--- src/shared/triple_timer_counter_unit_map.vh ---
// register map, field positions and constants of the triple timer/counter unit
`ifndef TRIPLE_TIMER_COUNTER_UNIT_MAP_VH
`define TRIPLE_TIMER_COUNTER_UNIT_MAP_VH
`define IDX_TIMER_CONTROL      8'h88
`define IDX_TIMER_MODE_SELECT  8'h89
`define IDX_TIMER0_COUNT_LOW   8'h8A
`define IDX_TIMER1_COUNT_LOW   8'h8B
`define IDX_TIMER0_COUNT_HIGH  8'h8C
`define IDX_TIMER1_COUNT_HIGH  8'h8D
`define IDX_CLOCK_MODE         8'h8E
`define IDX_TIMER2_CONTROL     8'hC8
`define IDX_TIMER2_MODE_SELECT 8'hC9
`define IDX_TIMER2_RELOAD_LOW  8'hCA
`define IDX_TIMER2_RELOAD_HIGH 8'hCB
`define IDX_TIMER2_COUNT_LOW   8'hCC
`define IDX_TIMER2_COUNT_HIGH  8'hCD
`define RST_BYTE               8'h00
`define TC_TF1 7
`define TC_TR1 6
`define TC_TF0 5
`define TC_TR0 4
`define TC_IE1 3
`define TC_IT1 2
`define TC_IE0 1
`define TC_IT0 0
`define TM_GATE 3
`define TM_CT   2
`define T2C_TF2   7
`define T2C_TIMER2_EXTERNAL_FLAG  6
`define T2C_RCLK  5
`define T2C_SERIAL_TX_CLOCK_SELECT  4
`define T2C_TIMER2_EXTERNAL_ENABLE 3
`define T2C_TR2   2
`define T2C_CT2   1
`define T2C_CPRL2 0
`define T2M_OE    1
`define T2M_TIMER2_UPDOWN_ENABLE  0
`define T2M_MASK  8'h03
`define MODE_13BIT  2'h0
`define MODE_16BIT  2'h1
`define MODE_RELOAD 2'h2
`define MODE_SPLIT  2'h3
`define MC_DIV_STD  12
`define MC_DIV_FAST 6
`define PIN_EXT_IRQ0_PIN 0
`define PIN_EXT_IRQ1_PIN 1
`define PIN_T0   2
`define PIN_T1   3
`define PIN_T2   4
`define PIN_TIMER2_TRIGGER_PIN 5
`endif

--- src/triple_timer_counter_unit.v ---
// three timer/counters with avalon-mm register access
`timescale 1ns/100ps
`default_nettype none
`include "triple_timer_counter_unit_map.vh"
module triple_timer_counter_unit #(
  parameter MC_DIV_STD  = `MC_DIV_STD,
  parameter MC_DIV_FAST = `MC_DIV_FAST
) (
  input  wire        ref_clk_in,
  input  wire        srst_in,
  input  wire [9:0]  avs_address_in,
  input  wire        avs_read_in,
  input  wire        avs_write_in,
  input  wire [31:0] avs_writedata_in,
  input  wire [3:0]  avs_byteenable_in,
  output reg  [31:0] avs_readdata_out,
  output reg         avs_waitrequest_out,
  input  wire        ext_irq0_pin_in,
  input  wire        ext_irq1_pin_in,
  input  wire        timer0_count_pin_in,
  input  wire        timer1_count_pin_in,
  input  wire        timer2_count_pin_in,
  input  wire        timer2_trigger_pin_in,
  input  wire        ext_irq0_ack_in,
  input  wire        ext_irq1_ack_in,
  input  wire        timer0_ack_in,
  input  wire        timer1_ack_in,
  output reg         ext_irq0_req_out,
  output reg         ext_irq1_req_out,
  output reg         timer0_irq_out,
  output reg         timer1_irq_out,
  output reg         timer2_irq_out,
  output reg         serial_rx_tick_out,
  output reg         serial_tx_tick_out,
  output reg         clockout_port_pin_out,
  output reg         clockout_port_pin_oe_n_out
);

  reg  [7:0]  timer_control_r;
  reg  [7:0]  timer_mode_select_r;
  reg  [7:0]  tl0_r;
  reg  [7:0]  th0_r;
  reg  [7:0]  tl1_r;
  reg  [7:0]  th1_r;
  reg         fast_r;
  reg  [7:0]  timer2_control_r;
  reg  [7:0]  timer2_mode_select_r;
  reg  [7:0]  rcapl_r;
  reg  [7:0]  rcaph_r;
  reg  [7:0]  tl2_r;
  reg  [7:0]  th2_r;
  reg  [3:0]  mc_cnt_r;
  reg  [5:0]  pin_cur_r;
  reg  [5:0]  pin_prev_r;
  reg  [7:0]  timer_control_nxt;
  reg  [7:0]  tl0_nxt;
  reg  [7:0]  th0_nxt;
  reg  [7:0]  tl1_nxt;
  reg  [7:0]  th1_nxt;
  reg  [7:0]  timer2_control_nxt;
  reg  [15:0] t2_nxt;
  reg  [15:0] rcap_nxt;
  reg         t1_ovf;
  reg         t2_ovf;
  reg  [7:0]  rd_byte;
  reg  [16:0] s0;
  reg  [16:0] s1;
  reg  [8:0]  h0;
  wire        req;
  wire        acc;
  wire        wr;
  wire [7:0]  idx;
  wire [7:0]  wd;
  wire        mc_tick;
  wire [3:0]  mc_lim;
  wire [5:0]  pins;
  wire [5:0]  fall;
  wire [1:0]  mode0;
  wire [1:0]  mode1;
  wire        split0;
  wire        en0;
  wire        en1;
  wire        inc0;
  wire        inc1;
  wire        inc0h;
  wire        baud;
  wire        timer2_updown_enable;
  wire        timer2_clockout_enable;
  wire        inc2;
  wire        exev;
  wire        updown;
  wire        capmode;
  wire [15:0] t2;
  wire [15:0] rcap;

  // avalon slave: one wait state, request taken when waitrequest is low
  assign req = avs_read_in | avs_write_in;
  assign acc = req & ~avs_waitrequest_out;
  assign idx = avs_address_in[9:2];
  assign wd  = avs_writedata_in[7:0];
  assign wr  = avs_write_in & acc & avs_byteenable_in[0];

  // machine cycle divider, 12 or 6 clocks
  assign mc_lim  = fast_r ? MC_DIV_FAST[3:0] - 4'h1 : MC_DIV_STD[3:0] - 4'h1;
  // at or past the limit, so a switch to the short cycle never waits for a wrap
  assign mc_tick = (mc_cnt_r >= mc_lim);

  // pin sampling once per machine cycle
  assign pins = {timer2_trigger_pin_in, timer2_count_pin_in, timer1_count_pin_in,
                 timer0_count_pin_in, ext_irq1_pin_in, ext_irq0_pin_in};
  genvar gi;
  generate
    for (gi = 0; gi < 6; gi = gi + 1) begin : g_pin
      always @(posedge ref_clk_in) begin
        if (srst_in) begin
          pin_cur_r[gi]  <= 1'b1;
          pin_prev_r[gi] <= 1'b1;
        end else if (mc_tick) begin
          pin_cur_r[gi]  <= pins[gi];
          pin_prev_r[gi] <= pin_cur_r[gi];
        end
      end
      assign fall[gi] = mc_tick & pin_prev_r[gi] & ~pin_cur_r[gi];
    end
  endgenerate

  // one step of timer 0 or 1: {overflow, high, low}
  function [16:0] t01_step;
    input [1:0] mode;
    input [7:0] lo;
    input [7:0] hi;
    reg   [12:0] c13;
    reg   [16:0] c16;
    reg   [8:0]  c8;
    begin
      c13 = {hi, lo[4:0]} + 13'h0001;
      c16 = {1'b0, hi, lo} + 17'h00001;
      c8  = {1'b0, lo} + 9'h001;
      case (mode)
        `MODE_13BIT:  t01_step = {({hi, lo[4:0]} == 13'h1FFF), c13[12:5], 3'h0, c13[4:0]};
        `MODE_16BIT:  t01_step = c16;
        `MODE_RELOAD: t01_step = {c8[8], hi, (c8[8] ? hi : c8[7:0])};
        default:      t01_step = {c8[8], hi, c8[7:0]};
      endcase
    end
  endfunction

  // timer 0 and timer 1 gating
  assign mode0  = timer_mode_select_r[1:0];
  assign mode1  = timer_mode_select_r[5:4];
  assign split0 = (mode0 == `MODE_SPLIT);
  assign en0 = timer_control_r[`TC_TR0] & (~timer_mode_select_r[`TM_GATE] | pin_cur_r[`PIN_EXT_IRQ0_PIN]);
  assign en1 = timer_control_r[`TC_TR1] & (~timer_mode_select_r[`TM_GATE + 4] | pin_cur_r[`PIN_EXT_IRQ1_PIN]);
  assign inc0 = en0 & (timer_mode_select_r[`TM_CT] ? fall[`PIN_T0] : mc_tick);
  assign inc1 = en1 & (timer_mode_select_r[`TM_CT + 4] ? fall[`PIN_T1] : mc_tick) & (mode1 != `MODE_SPLIT);
  assign inc0h = split0 & timer_control_r[`TC_TR1] & mc_tick;

  // timer 2 mode decode
  assign baud    = timer2_control_r[`T2C_RCLK] | timer2_control_r[`T2C_SERIAL_TX_CLOCK_SELECT];
  assign timer2_updown_enable    = timer2_mode_select_r[`T2M_TIMER2_UPDOWN_ENABLE];
  assign timer2_clockout_enable    = timer2_mode_select_r[`T2M_OE];
  assign t2      = {th2_r, tl2_r};
  assign rcap    = {rcaph_r, rcapl_r};
  assign inc2    = timer2_control_r[`T2C_TR2] & (timer2_control_r[`T2C_CT2] ? fall[`PIN_T2] : mc_tick);
  assign exev    = timer2_control_r[`T2C_TIMER2_EXTERNAL_ENABLE] & ~baud & fall[`PIN_TIMER2_TRIGGER_PIN];
  assign capmode = timer2_control_r[`T2C_CPRL2] & ~baud;
  assign updown  = timer2_updown_enable & ~capmode & ~baud;

  always @* begin
    s0  = t01_step(mode0, tl0_r, th0_r);
    s1  = t01_step(mode1, tl1_r, th1_r);
    h0  = {1'b0, th0_r} + 9'h001;
    tl0_nxt = tl0_r;
    th0_nxt = th0_r;
    tl1_nxt = tl1_r;
    th1_nxt = th1_r;
    timer_control_nxt = timer_control_r;
    t1_ovf = inc1 & s1[16];
    if (inc0) begin
      tl0_nxt = s0[7:0];
      if (!split0) begin
        th0_nxt = s0[15:8];
      end
    end
    if (inc0h) begin
      th0_nxt = h0[7:0];
    end
    if (inc1) begin
      tl1_nxt = s1[7:0];
      th1_nxt = s1[15:8];
    end
    if (wr && idx == `IDX_TIMER0_COUNT_LOW) begin
      tl0_nxt = wd;
    end
    if (wr && idx == `IDX_TIMER0_COUNT_HIGH) begin
      th0_nxt = wd;
    end
    if (wr && idx == `IDX_TIMER1_COUNT_LOW) begin
      tl1_nxt = wd;
    end
    if (wr && idx == `IDX_TIMER1_COUNT_HIGH) begin
      th1_nxt = wd;
    end
    if (wr && idx == `IDX_TIMER_CONTROL) begin
      timer_control_nxt = wd;
    end
    if (timer0_ack_in) begin
      timer_control_nxt[`TC_TF0] = 1'b0;
    end
    if (timer1_ack_in) begin
      timer_control_nxt[`TC_TF1] = 1'b0;
    end
    if (ext_irq0_ack_in) begin
      timer_control_nxt[`TC_IE0] = 1'b0;
    end
    if (ext_irq1_ack_in) begin
      timer_control_nxt[`TC_IE1] = 1'b0;
    end
    // hardware sets win over clears
    if (inc0 && s0[16]) begin
      timer_control_nxt[`TC_TF0] = 1'b1;
    end
    if ((inc0h && h0[8]) || (t1_ovf && !split0)) begin
      timer_control_nxt[`TC_TF1] = 1'b1;
    end
    if (timer_control_r[`TC_IT0] && fall[`PIN_EXT_IRQ0_PIN]) begin
      timer_control_nxt[`TC_IE0] = 1'b1;
    end
    if (timer_control_r[`TC_IT1] && fall[`PIN_EXT_IRQ1_PIN]) begin
      timer_control_nxt[`TC_IE1] = 1'b1;
    end
  end

  always @* begin
    t2_nxt    = t2;
    rcap_nxt  = rcap;
    timer2_control_nxt = timer2_control_r;
    t2_ovf    = 1'b0;
    if (inc2) begin
      if (updown && !pin_cur_r[`PIN_TIMER2_TRIGGER_PIN]) begin
        if (t2 == rcap) begin
          t2_nxt = 16'hFFFF;
          t2_ovf = 1'b1;
        end else begin
          t2_nxt = t2 - 16'h0001;
        end
      end else if (t2 == 16'hFFFF) begin
        t2_ovf = 1'b1;
        t2_nxt = capmode ? 16'h0000 : rcap;
      end else begin
        t2_nxt = t2 + 16'h0001;
      end
    end
    if (exev && capmode) begin
      rcap_nxt = t2;
    end
    if (exev && !capmode && !updown) begin
      t2_nxt = rcap;
    end
    if (wr && idx == `IDX_TIMER2_COUNT_LOW) begin
      t2_nxt[7:0] = wd;
    end
    if (wr && idx == `IDX_TIMER2_COUNT_HIGH) begin
      t2_nxt[15:8] = wd;
    end
    if (wr && idx == `IDX_TIMER2_RELOAD_LOW) begin
      rcap_nxt[7:0] = wd;
    end
    if (wr && idx == `IDX_TIMER2_RELOAD_HIGH) begin
      rcap_nxt[15:8] = wd;
    end
    if (wr && idx == `IDX_TIMER2_CONTROL) begin
      timer2_control_nxt = wd;
    end
    if (t2_ovf && updown) begin
      timer2_control_nxt[`T2C_TIMER2_EXTERNAL_FLAG] = ~timer2_control_nxt[`T2C_TIMER2_EXTERNAL_FLAG];
    end
    if (t2_ovf && !baud) begin
      timer2_control_nxt[`T2C_TF2] = 1'b1;
    end
    if (exev && !updown) begin
      timer2_control_nxt[`T2C_TIMER2_EXTERNAL_FLAG] = 1'b1;
    end
  end

  // register read mux
  always @* begin
    case (idx)
      `IDX_TIMER_CONTROL:      rd_byte = timer_control_r;
      `IDX_TIMER_MODE_SELECT:  rd_byte = timer_mode_select_r;
      `IDX_TIMER0_COUNT_LOW:   rd_byte = tl0_r;
      `IDX_TIMER0_COUNT_HIGH:  rd_byte = th0_r;
      `IDX_TIMER1_COUNT_LOW:   rd_byte = tl1_r;
      `IDX_TIMER1_COUNT_HIGH:  rd_byte = th1_r;
      `IDX_CLOCK_MODE:         rd_byte = {7'h00, fast_r};
      `IDX_TIMER2_CONTROL:     rd_byte = timer2_control_r;
      `IDX_TIMER2_MODE_SELECT: rd_byte = timer2_mode_select_r;
      `IDX_TIMER2_RELOAD_LOW:  rd_byte = rcapl_r;
      `IDX_TIMER2_RELOAD_HIGH: rd_byte = rcaph_r;
      `IDX_TIMER2_COUNT_LOW:   rd_byte = tl2_r;
      `IDX_TIMER2_COUNT_HIGH:  rd_byte = th2_r;
      default:                 rd_byte = 8'h00;
    endcase
  end

  always @(posedge ref_clk_in) begin
    if (srst_in) begin
      avs_waitrequest_out <= 1'b1;
      avs_readdata_out    <= 32'h00000000;
      mc_cnt_r <= 4'h0;
      timer_control_r   <= `RST_BYTE;
      timer_mode_select_r   <= `RST_BYTE;
      tl0_r    <= `RST_BYTE;
      th0_r    <= `RST_BYTE;
      tl1_r    <= `RST_BYTE;
      th1_r    <= `RST_BYTE;
      fast_r   <= 1'b0;
      timer2_control_r  <= `RST_BYTE;
      timer2_mode_select_r  <= `RST_BYTE;
      rcapl_r  <= `RST_BYTE;
      rcaph_r  <= `RST_BYTE;
      tl2_r    <= `RST_BYTE;
      th2_r    <= `RST_BYTE;
    end else begin
      avs_waitrequest_out <= ~(req & avs_waitrequest_out);
      if (req && avs_waitrequest_out) begin
        avs_readdata_out <= {24'h000000, rd_byte};
      end
      mc_cnt_r <= mc_tick ? 4'h0 : mc_cnt_r + 4'h1;
      timer_control_r   <= timer_control_nxt;
      tl0_r    <= tl0_nxt;
      th0_r    <= th0_nxt;
      tl1_r    <= tl1_nxt;
      th1_r    <= th1_nxt;
      timer2_control_r  <= timer2_control_nxt;
      tl2_r    <= t2_nxt[7:0];
      th2_r    <= t2_nxt[15:8];
      rcapl_r  <= rcap_nxt[7:0];
      rcaph_r  <= rcap_nxt[15:8];
      if (wr && idx == `IDX_TIMER_MODE_SELECT) begin
        timer_mode_select_r <= wd;
      end
      if (wr && idx == `IDX_TIMER2_MODE_SELECT) begin
        timer2_mode_select_r <= wd & `T2M_MASK;
      end
      if (wr && idx == `IDX_CLOCK_MODE) begin
        fast_r <= wd[0];
      end
    end
  end

  // registered outputs to the interrupt controller, serial port and pin
  always @(posedge ref_clk_in) begin
    if (srst_in) begin
      ext_irq0_req_out   <= 1'b0;
      ext_irq1_req_out   <= 1'b0;
      timer0_irq_out     <= 1'b0;
      timer1_irq_out     <= 1'b0;
      timer2_irq_out     <= 1'b0;
      serial_rx_tick_out <= 1'b0;
      serial_tx_tick_out <= 1'b0;
      clockout_port_pin_out      <= 1'b0;
      clockout_port_pin_oe_n_out <= 1'b1;
    end else begin
      ext_irq0_req_out <= timer_control_r[`TC_IT0] ? timer_control_r[`TC_IE0] : ~pin_cur_r[`PIN_EXT_IRQ0_PIN];
      ext_irq1_req_out <= timer_control_r[`TC_IT1] ? timer_control_r[`TC_IE1] : ~pin_cur_r[`PIN_EXT_IRQ1_PIN];
      timer0_irq_out   <= timer_control_r[`TC_TF0];
      timer1_irq_out   <= timer_control_r[`TC_TF1];
      timer2_irq_out   <= timer2_control_r[`T2C_TF2] | (timer2_control_r[`T2C_TIMER2_EXTERNAL_FLAG] & ~timer2_updown_enable);
      serial_rx_tick_out <= timer2_control_r[`T2C_RCLK] ? t2_ovf : t1_ovf;
      serial_tx_tick_out <= timer2_control_r[`T2C_SERIAL_TX_CLOCK_SELECT] ? t2_ovf : t1_ovf;
      if (t2_ovf && timer2_clockout_enable) begin
        clockout_port_pin_out <= ~clockout_port_pin_out;
      end
      clockout_port_pin_oe_n_out <= ~timer2_clockout_enable;
    end
  end

endmodule // triple_timer_counter_unit
`default_nettype wire

--- config.mk ---
export PLATFORM = sky130hd
export DESIGN_NAME = triple_timer_counter_unit
export DESIGN_NICKNAME = d
export VERILOG_FILES = /design/src/triple_timer_counter_unit.v
export VERILOG_INCLUDE_DIRS = /design/src /design/src/shared
export SDC_FILE = /design/constraint.sdc
export NUM_CORES = 1
export LEC_CHECK = 0
export BUFFER_PORTS_ARGS = -buffer_cell sky130_fd_sc_hd__buf_2
export CORE_MARGIN = 1
export CORE_UTILIZATION = 50
export DETAILED_ROUTE_END_ITERATION = 8
export PLACE_DENSITY = 0.7
export SYNTH_ARGS = -nofsm -noshare
export SYNTH_HDL_FRONTEND = slang
export SYNTH_SLANG_ARGS = --single-unit
--- constraint.sdc ---
create_clock -name ref_clk_in -period 4 [get_ports ref_clk_in]
set_input_delay 0.6 -clock ref_clk_in [delete_from_list [all_inputs] [get_ports ref_clk_in]]
set_output_delay 0.6 -clock ref_clk_in [all_outputs]
set_load 0.005 [all_outputs]
* Yosys cells after proc, flatten, opt, wreduce, memory -nomap -nowiden
Cells that the tools add are included.
** Word-level totals
- Latch bits :: 0
- Input bits :: 60
- Word-level logic and storage cells :: 236
- Flip-flop bits (word level) :: 125
- Memories kept :: 0
- Memory bits (read-only) :: 0
- Bits in writable memories :: 0
** Cells by class
- Equality and inequality tests :: 26
- Add/subtract/negate cells :: 10
- Shifts and indexed selects :: 0
- Bitwise gates (word level) :: 52
- Multiplexer cells :: 51
- Order comparisons :: 1
- Multiply operators :: 0
- Divide/modulo/power cells :: 0
- Reductions and logical operators :: 53
** Operators with widths (number)
- 2-to-1 mux 8 bit :: 18
- 2-to-1 mux 16 bit :: 7
- equality test 8 bit (second input constant) :: 13
- one-hot mux 8 bit (13 select lines) :: 1
- one-hot mux 17 bit (3 select lines) :: 2
- adder 16 x 1 -> 17 bit (second input constant) :: 2
- bitwise AND 1 bit :: 31
- adder 8 x 1 -> 9 bit (second input constant) :: 3
- logical AND 1 bit :: 27
- adder 13 x 1 -> 13 bit (second input constant) :: 2
- equality test 13 bit (second input constant) :: 2
- nonzero test 3 bit :: 8
- 2-to-1 mux 1 bit :: 22
- adder 16 x 1 -> 16 bit (second input constant) :: 1
- equality test 16 bit :: 1
- equality test 16 bit (second input constant) :: 1
- NOT 1 bit :: 16
- subtractor 16 x 1 -> 16 bit (second input constant) :: 1
- nonzero test 2 bit :: 6
- equality test 2 bit (second input constant) :: 3
- zero test 1 bit :: 5
- bitwise OR 1 bit :: 5
- adder 4 x 1 -> 4 bit (second input constant) :: 1
- equality test 2 x 1 -> 1 bit (second input constant) :: 2
- other kinds (11) :: 13

* Depth between registers and ports, before layout
- Depth in word-level cells :: 12
- Mapped depth :: 10
- Depth with buffers taken out :: 8

* Worst setup path after synthesis
Ideal clock, no wire load.
- Path kind :: input port to flip-flop
- Start point :: input port avs_address_in[8]
- End point :: register timer2_control_r[6]
- Data required time :: 3.909 ns
- Path slack :: 1.781 ns
- Setup time :: 0.091 ns
- Path buffers :: 2
- Stages on the path :: 7
- Data arrival time :: 2.128 ns
- Cells stage by stage :: buf_2 > and4bb_1 > buf_2 > nand4_1 > mux2i_1 > nor2b_1 > a311oi_1
** On the way
- Longest elaborated chain between the ends :: 6
** Ends and longest elaborated chain
- from (decl) :: line triple_timer_counter_unit.v:11 : input wire [9:0] avs_address_in,
- equality test 8 bit *
- logical AND 1 bit (no line) *
- 2-to-1 mux 8 bit * :: line triple_timer_counter_unit.v:272 : if (wr && idx == `IDX_TIMER2_CONTROL) begin
- NOT 1 bit :: line triple_timer_counter_unit.v:276 : timer2_control_nxt[`T2C_TIMER2_EXTERNAL_FLAG] = ~timer2_control_nxt[`T2C_TIMER2_EXTERNAL_FLAG];
- 2-to-1 mux 1 bit * :: line triple_timer_counter_unit.v:275 : if (t2_ovf && updown) begin
- 2-to-1 mux 1 bit * :: line triple_timer_counter_unit.v:281 : if (exev && !updown) begin
- to (signal assigned) :: line triple_timer_counter_unit.v:318 : timer2_control_r <= `RST_BYTE;
- to (signal assigned) :: line triple_timer_counter_unit.v:335 : timer2_control_r <= timer2_control_nxt;
- to (decl) :: line triple_timer_counter_unit.v:46 : reg [7:0] timer2_control_r;
Every way passes the cells marked *; elsewhere a longest branch is shown, timed or not. The select of a mux whose other input is x is not followed.
A chain may end at the register's enable or synchronous reset.

* Worst setup path in the final report
- Start point :: register tl2_r[7]
- End point :: register th2_r[5]
** On the way
- Longest elaborated chain between the ends :: 6
- Elaborated cells on any way between the ends :: 10
** Ends and longest elaborated chain
- from (decl) :: line triple_timer_counter_unit.v:50 : reg [7:0] tl2_r;
- from (signal assigned) :: line triple_timer_counter_unit.v:322 : tl2_r <= `RST_BYTE;
- from (signal assigned) :: line triple_timer_counter_unit.v:336 : tl2_r <= t2_nxt[7:0];
- adder 16 x 1 -> 16 bit (tied with other cells) :: line triple_timer_counter_unit.v:251 : t2_nxt = t2 + 16'h0001;
- 2-to-1 mux 16 bit (on tied branches) :: line triple_timer_counter_unit.v:247, triple_timer_counter_unit.v:241
- 2-to-1 mux 16 bit * :: line triple_timer_counter_unit.v:240 : if (updown && !pin_cur_r[`PIN_TIMER2_TRIGGER_PIN]) begin
- 2-to-1 mux 16 bit * :: line triple_timer_counter_unit.v:239 : if (inc2) begin
- 2-to-1 mux 16 bit * :: line triple_timer_counter_unit.v:257 : if (exev && !capmode && !updown) begin
- 2-to-1 mux 8 bit * :: line triple_timer_counter_unit.v:263 : if (wr && idx == `IDX_TIMER2_COUNT_HIGH) begin
- to (signal assigned) :: line triple_timer_counter_unit.v:323 : th2_r <= `RST_BYTE;
- to (signal assigned) :: line triple_timer_counter_unit.v:337 : th2_r <= t2_nxt[15:8];
- to (decl) :: line triple_timer_counter_unit.v:51 : reg [7:0] th2_r;
Marked as above.

==> flow_metrics.py <==
metrics = {
    "run_status": {
        "run_status": "finished clean",
    },
    "place": {
        "portBuffers": 48,
        "placed_cell_area_um2": 9150,
        "place_congestion": 0.984,
        "dp.cells": 1357,
        "detailed_place_hpwl_um": 21200,
    },
    "cells_and_area": {
        "nets": 1220,
        "fillers": 1640,
        "final_common_cell": "nor2_1",
        "area_growth_syn_to_layout_pct": 9.59,
        "final_cells": 1389,
        "area.sequential_um2": 2500,
        "antenna_cells": 0,
        "drive_above_1_share": 0.116,
        "postLayoutCoreUtil": 0.564,
        "final_cell_mix": "nor2_1 (128), dfxtp_1 (125), nand2_1 (117), a21oi_1 (54), buf_2 (47)",
        "design_area_um2": 9820,
        "multi_input_area_um2": 5890,
    },
    "clock_tree": {
        "cts_root_buffer": "clkbuf_16",
        "ctsHtreeMaxLevel": 4,
        "cts_resized": 0,
        "hold_buffers": 0,
        "cts_tree": "done",
        "post_cts_buffers": 0,
        "worstSkewPairLatency_ps": 430,
        "cts.clk_slew.worst_paths_ps": 60,
        "cts_buffers": 17,
        "clockBufferDepth": 2,
        "cts_sinks": 125,
    },
    "global_routing": {
        "grt_max_degree": 81,
        "grt_usage": 0.345,
        "grt-ovfl-total": 0,
        "grt_pass1_vias": 8242,
        "grt_pass1_wl_um": 48100,
        "antenna_found_initial": 2,
    },
    "synth": {
        "synth-async-reset-ratio": 0,
        "yosys_warnings": 0,
        "ys.flop_type": "dfxtp_1",
        "ys_seq_area_frac": 0.279,
        "ys_types": 83,
        "syn_inst": 1156,
        "synth_area_um2": 8960,
        "avgSynthCellArea_um2": 7.75,
        "synth-edff-count": 0,
        "ys_ff_latch": 125,
    },
    "routing": {
        "num_vias": 9205,
        "wl_per_cell_um": 22.4,
        "wl_met3_um": 3060,
        "drc_errors": 0,
        "drt.antenna.violating_nets": 0,
        "drt_iter0_drc": 1204,
        "top_layer": "met4",
        "wirelength_um": 31100,
        "viasPerCell": 6.63,
        "met1_length_um": 12900,
        "route.met2.wl_um": 13900,
        "dr.pass1.iters": 5,
    },
    "floorplan": {
        "die_area_um2": 18500,
        "start_util": 0.515,
        "die_w_um": 136,
        "num_rows": 48,
        "die_y_um": 136,
        "core_um2": 17400,
        "ios": 102,
    },
    "critical_path": {
        "r2r_slack_ps": 1120,
        "r2r_end": "th2_r[5]",
        "crit_arrival_ps": 3220,
        "path_class": "reg2reg",
        "critPathMaxFanout": 15,
        "cp.required_ps": 4340,
        "start_kind": "register",
        "rr_worst_depth": 6,
        "cp-end-kind": "register",
        "r2r-start": "tl2_r[7]",
    },
    "hold_path": {
        "hp-start": "ext_irq0_pin_in",
        "min_to": "pin_cur_r[0]",
        "min_path_cells": 3,
        "worstHoldPathType": "in2reg",
    },
    "timing": {
        "min_period_over_period": 0.720,
        "fmax_mhz": 347,
        "tns_ps": 0,
        "finalSetupViolCount": 0,
        "worstMarginPinSlew_ps": 1110,
        "max_slew_margin": 0.257,
        "report.final.slew_viol_count": 0,
        "clock_skew_ps": 11.0,
        "min_period_ps": 2880,
        "hold_violations": 0,
        "grt_setup_unrepaired": "no",
    },
    "power": {
        "ir_drop_uv": 289,
        "p_leak_nw": 3.62,
        "power_density_nw_per_um2": 326,
        "p_total_mw": 3.20,
    },
    "job": {
        "drv_cap": 0,
    },
}
per-layer routing:
layer | up-vias | global-route usage
li1 | 4229 | -
met1 | 4326 | 0.466
met2 | 533 | 0.521
met3 | 117 | 0.0720
met4 | 0 | 0.164
met5 | - | 0
through the flow:
step	worst slack, ps	hold slack (ps)
after floorplan	1780	407
after global placement	1200	444
final	1120	384
after detailed placement	1160	454
after CTS	1230	379
after global routing	1000	390
cells in the mapped netlist, drive strengths merged (22+ instances only):
master,instances,area [um2]
clkbuf,56,210
nor3,42,215
inv,22,82.6
mux2i,46,460
nand3,39,195
xor2,34,298
buf,58,368
nand2,118,450
a21oi,55,287
dfxtp,125,2500
o21ai,46,230
a211oi,46,345
nor2,130,503
layout make-up:
type,count,area share
timing repair buffer,67,0.0405
sequential,125,0.255
clock buffer,19,0.0441
tap,225,0.0287
clock inverter,13,0.0239
inverter,22,0.00841
multi-input combinational,918,0.600
worst max-delay path: stages (launching register included):
cell and delay [ps]:
dfxtp_1 830, xor2_1 140, nor4_1 300, nand4_1 450, nand2_1 590, o211ai_1 210
a211oi_1 250
worst max-delay path by stage:
stage          cells past startpoint              start                  end
6_report                           6           tl2_r[7]             th2_r[5]
4_1_cts                            6           th2_r[4]             th2_r[4]
2_1_floorplan                      7  avs_address_in[8]  timer2_control_r[6]
5_1_grt                            6           tl2_r[7]             th2_r[4]
3_3_place_gp                       6  avs_address_in[8]       t01_step.hi[7]
3_5_place_dp                       6  avs_address_in[8]       t01_step.hi[7]
power by group:
group / switching, mW / internal, mW / total [mW]
Combinational: 0.111 / 0.0398 / 0.151
Sequential: 0.00395 / 1.25 / 1.25
Clock: 0.627 / 1.17 / 1.80
Total: 0.743 / 2.46 / 3.20
logic make-up after synthesis:
kind of cell | count (synthesis) | share of synthesized area
xor+xnor | 55 | 0.0537
fa+ha+maj | 9 | 0.0126
other cells | 1 | 0.000418
mux | 62 | 0.0765
buf+inv | 136 | 0.0737
simple gates | 464 | 0.266
compound gates | 304 | 0.238
flops | 125 | 0.279
(Power assumes the default switching activity.)
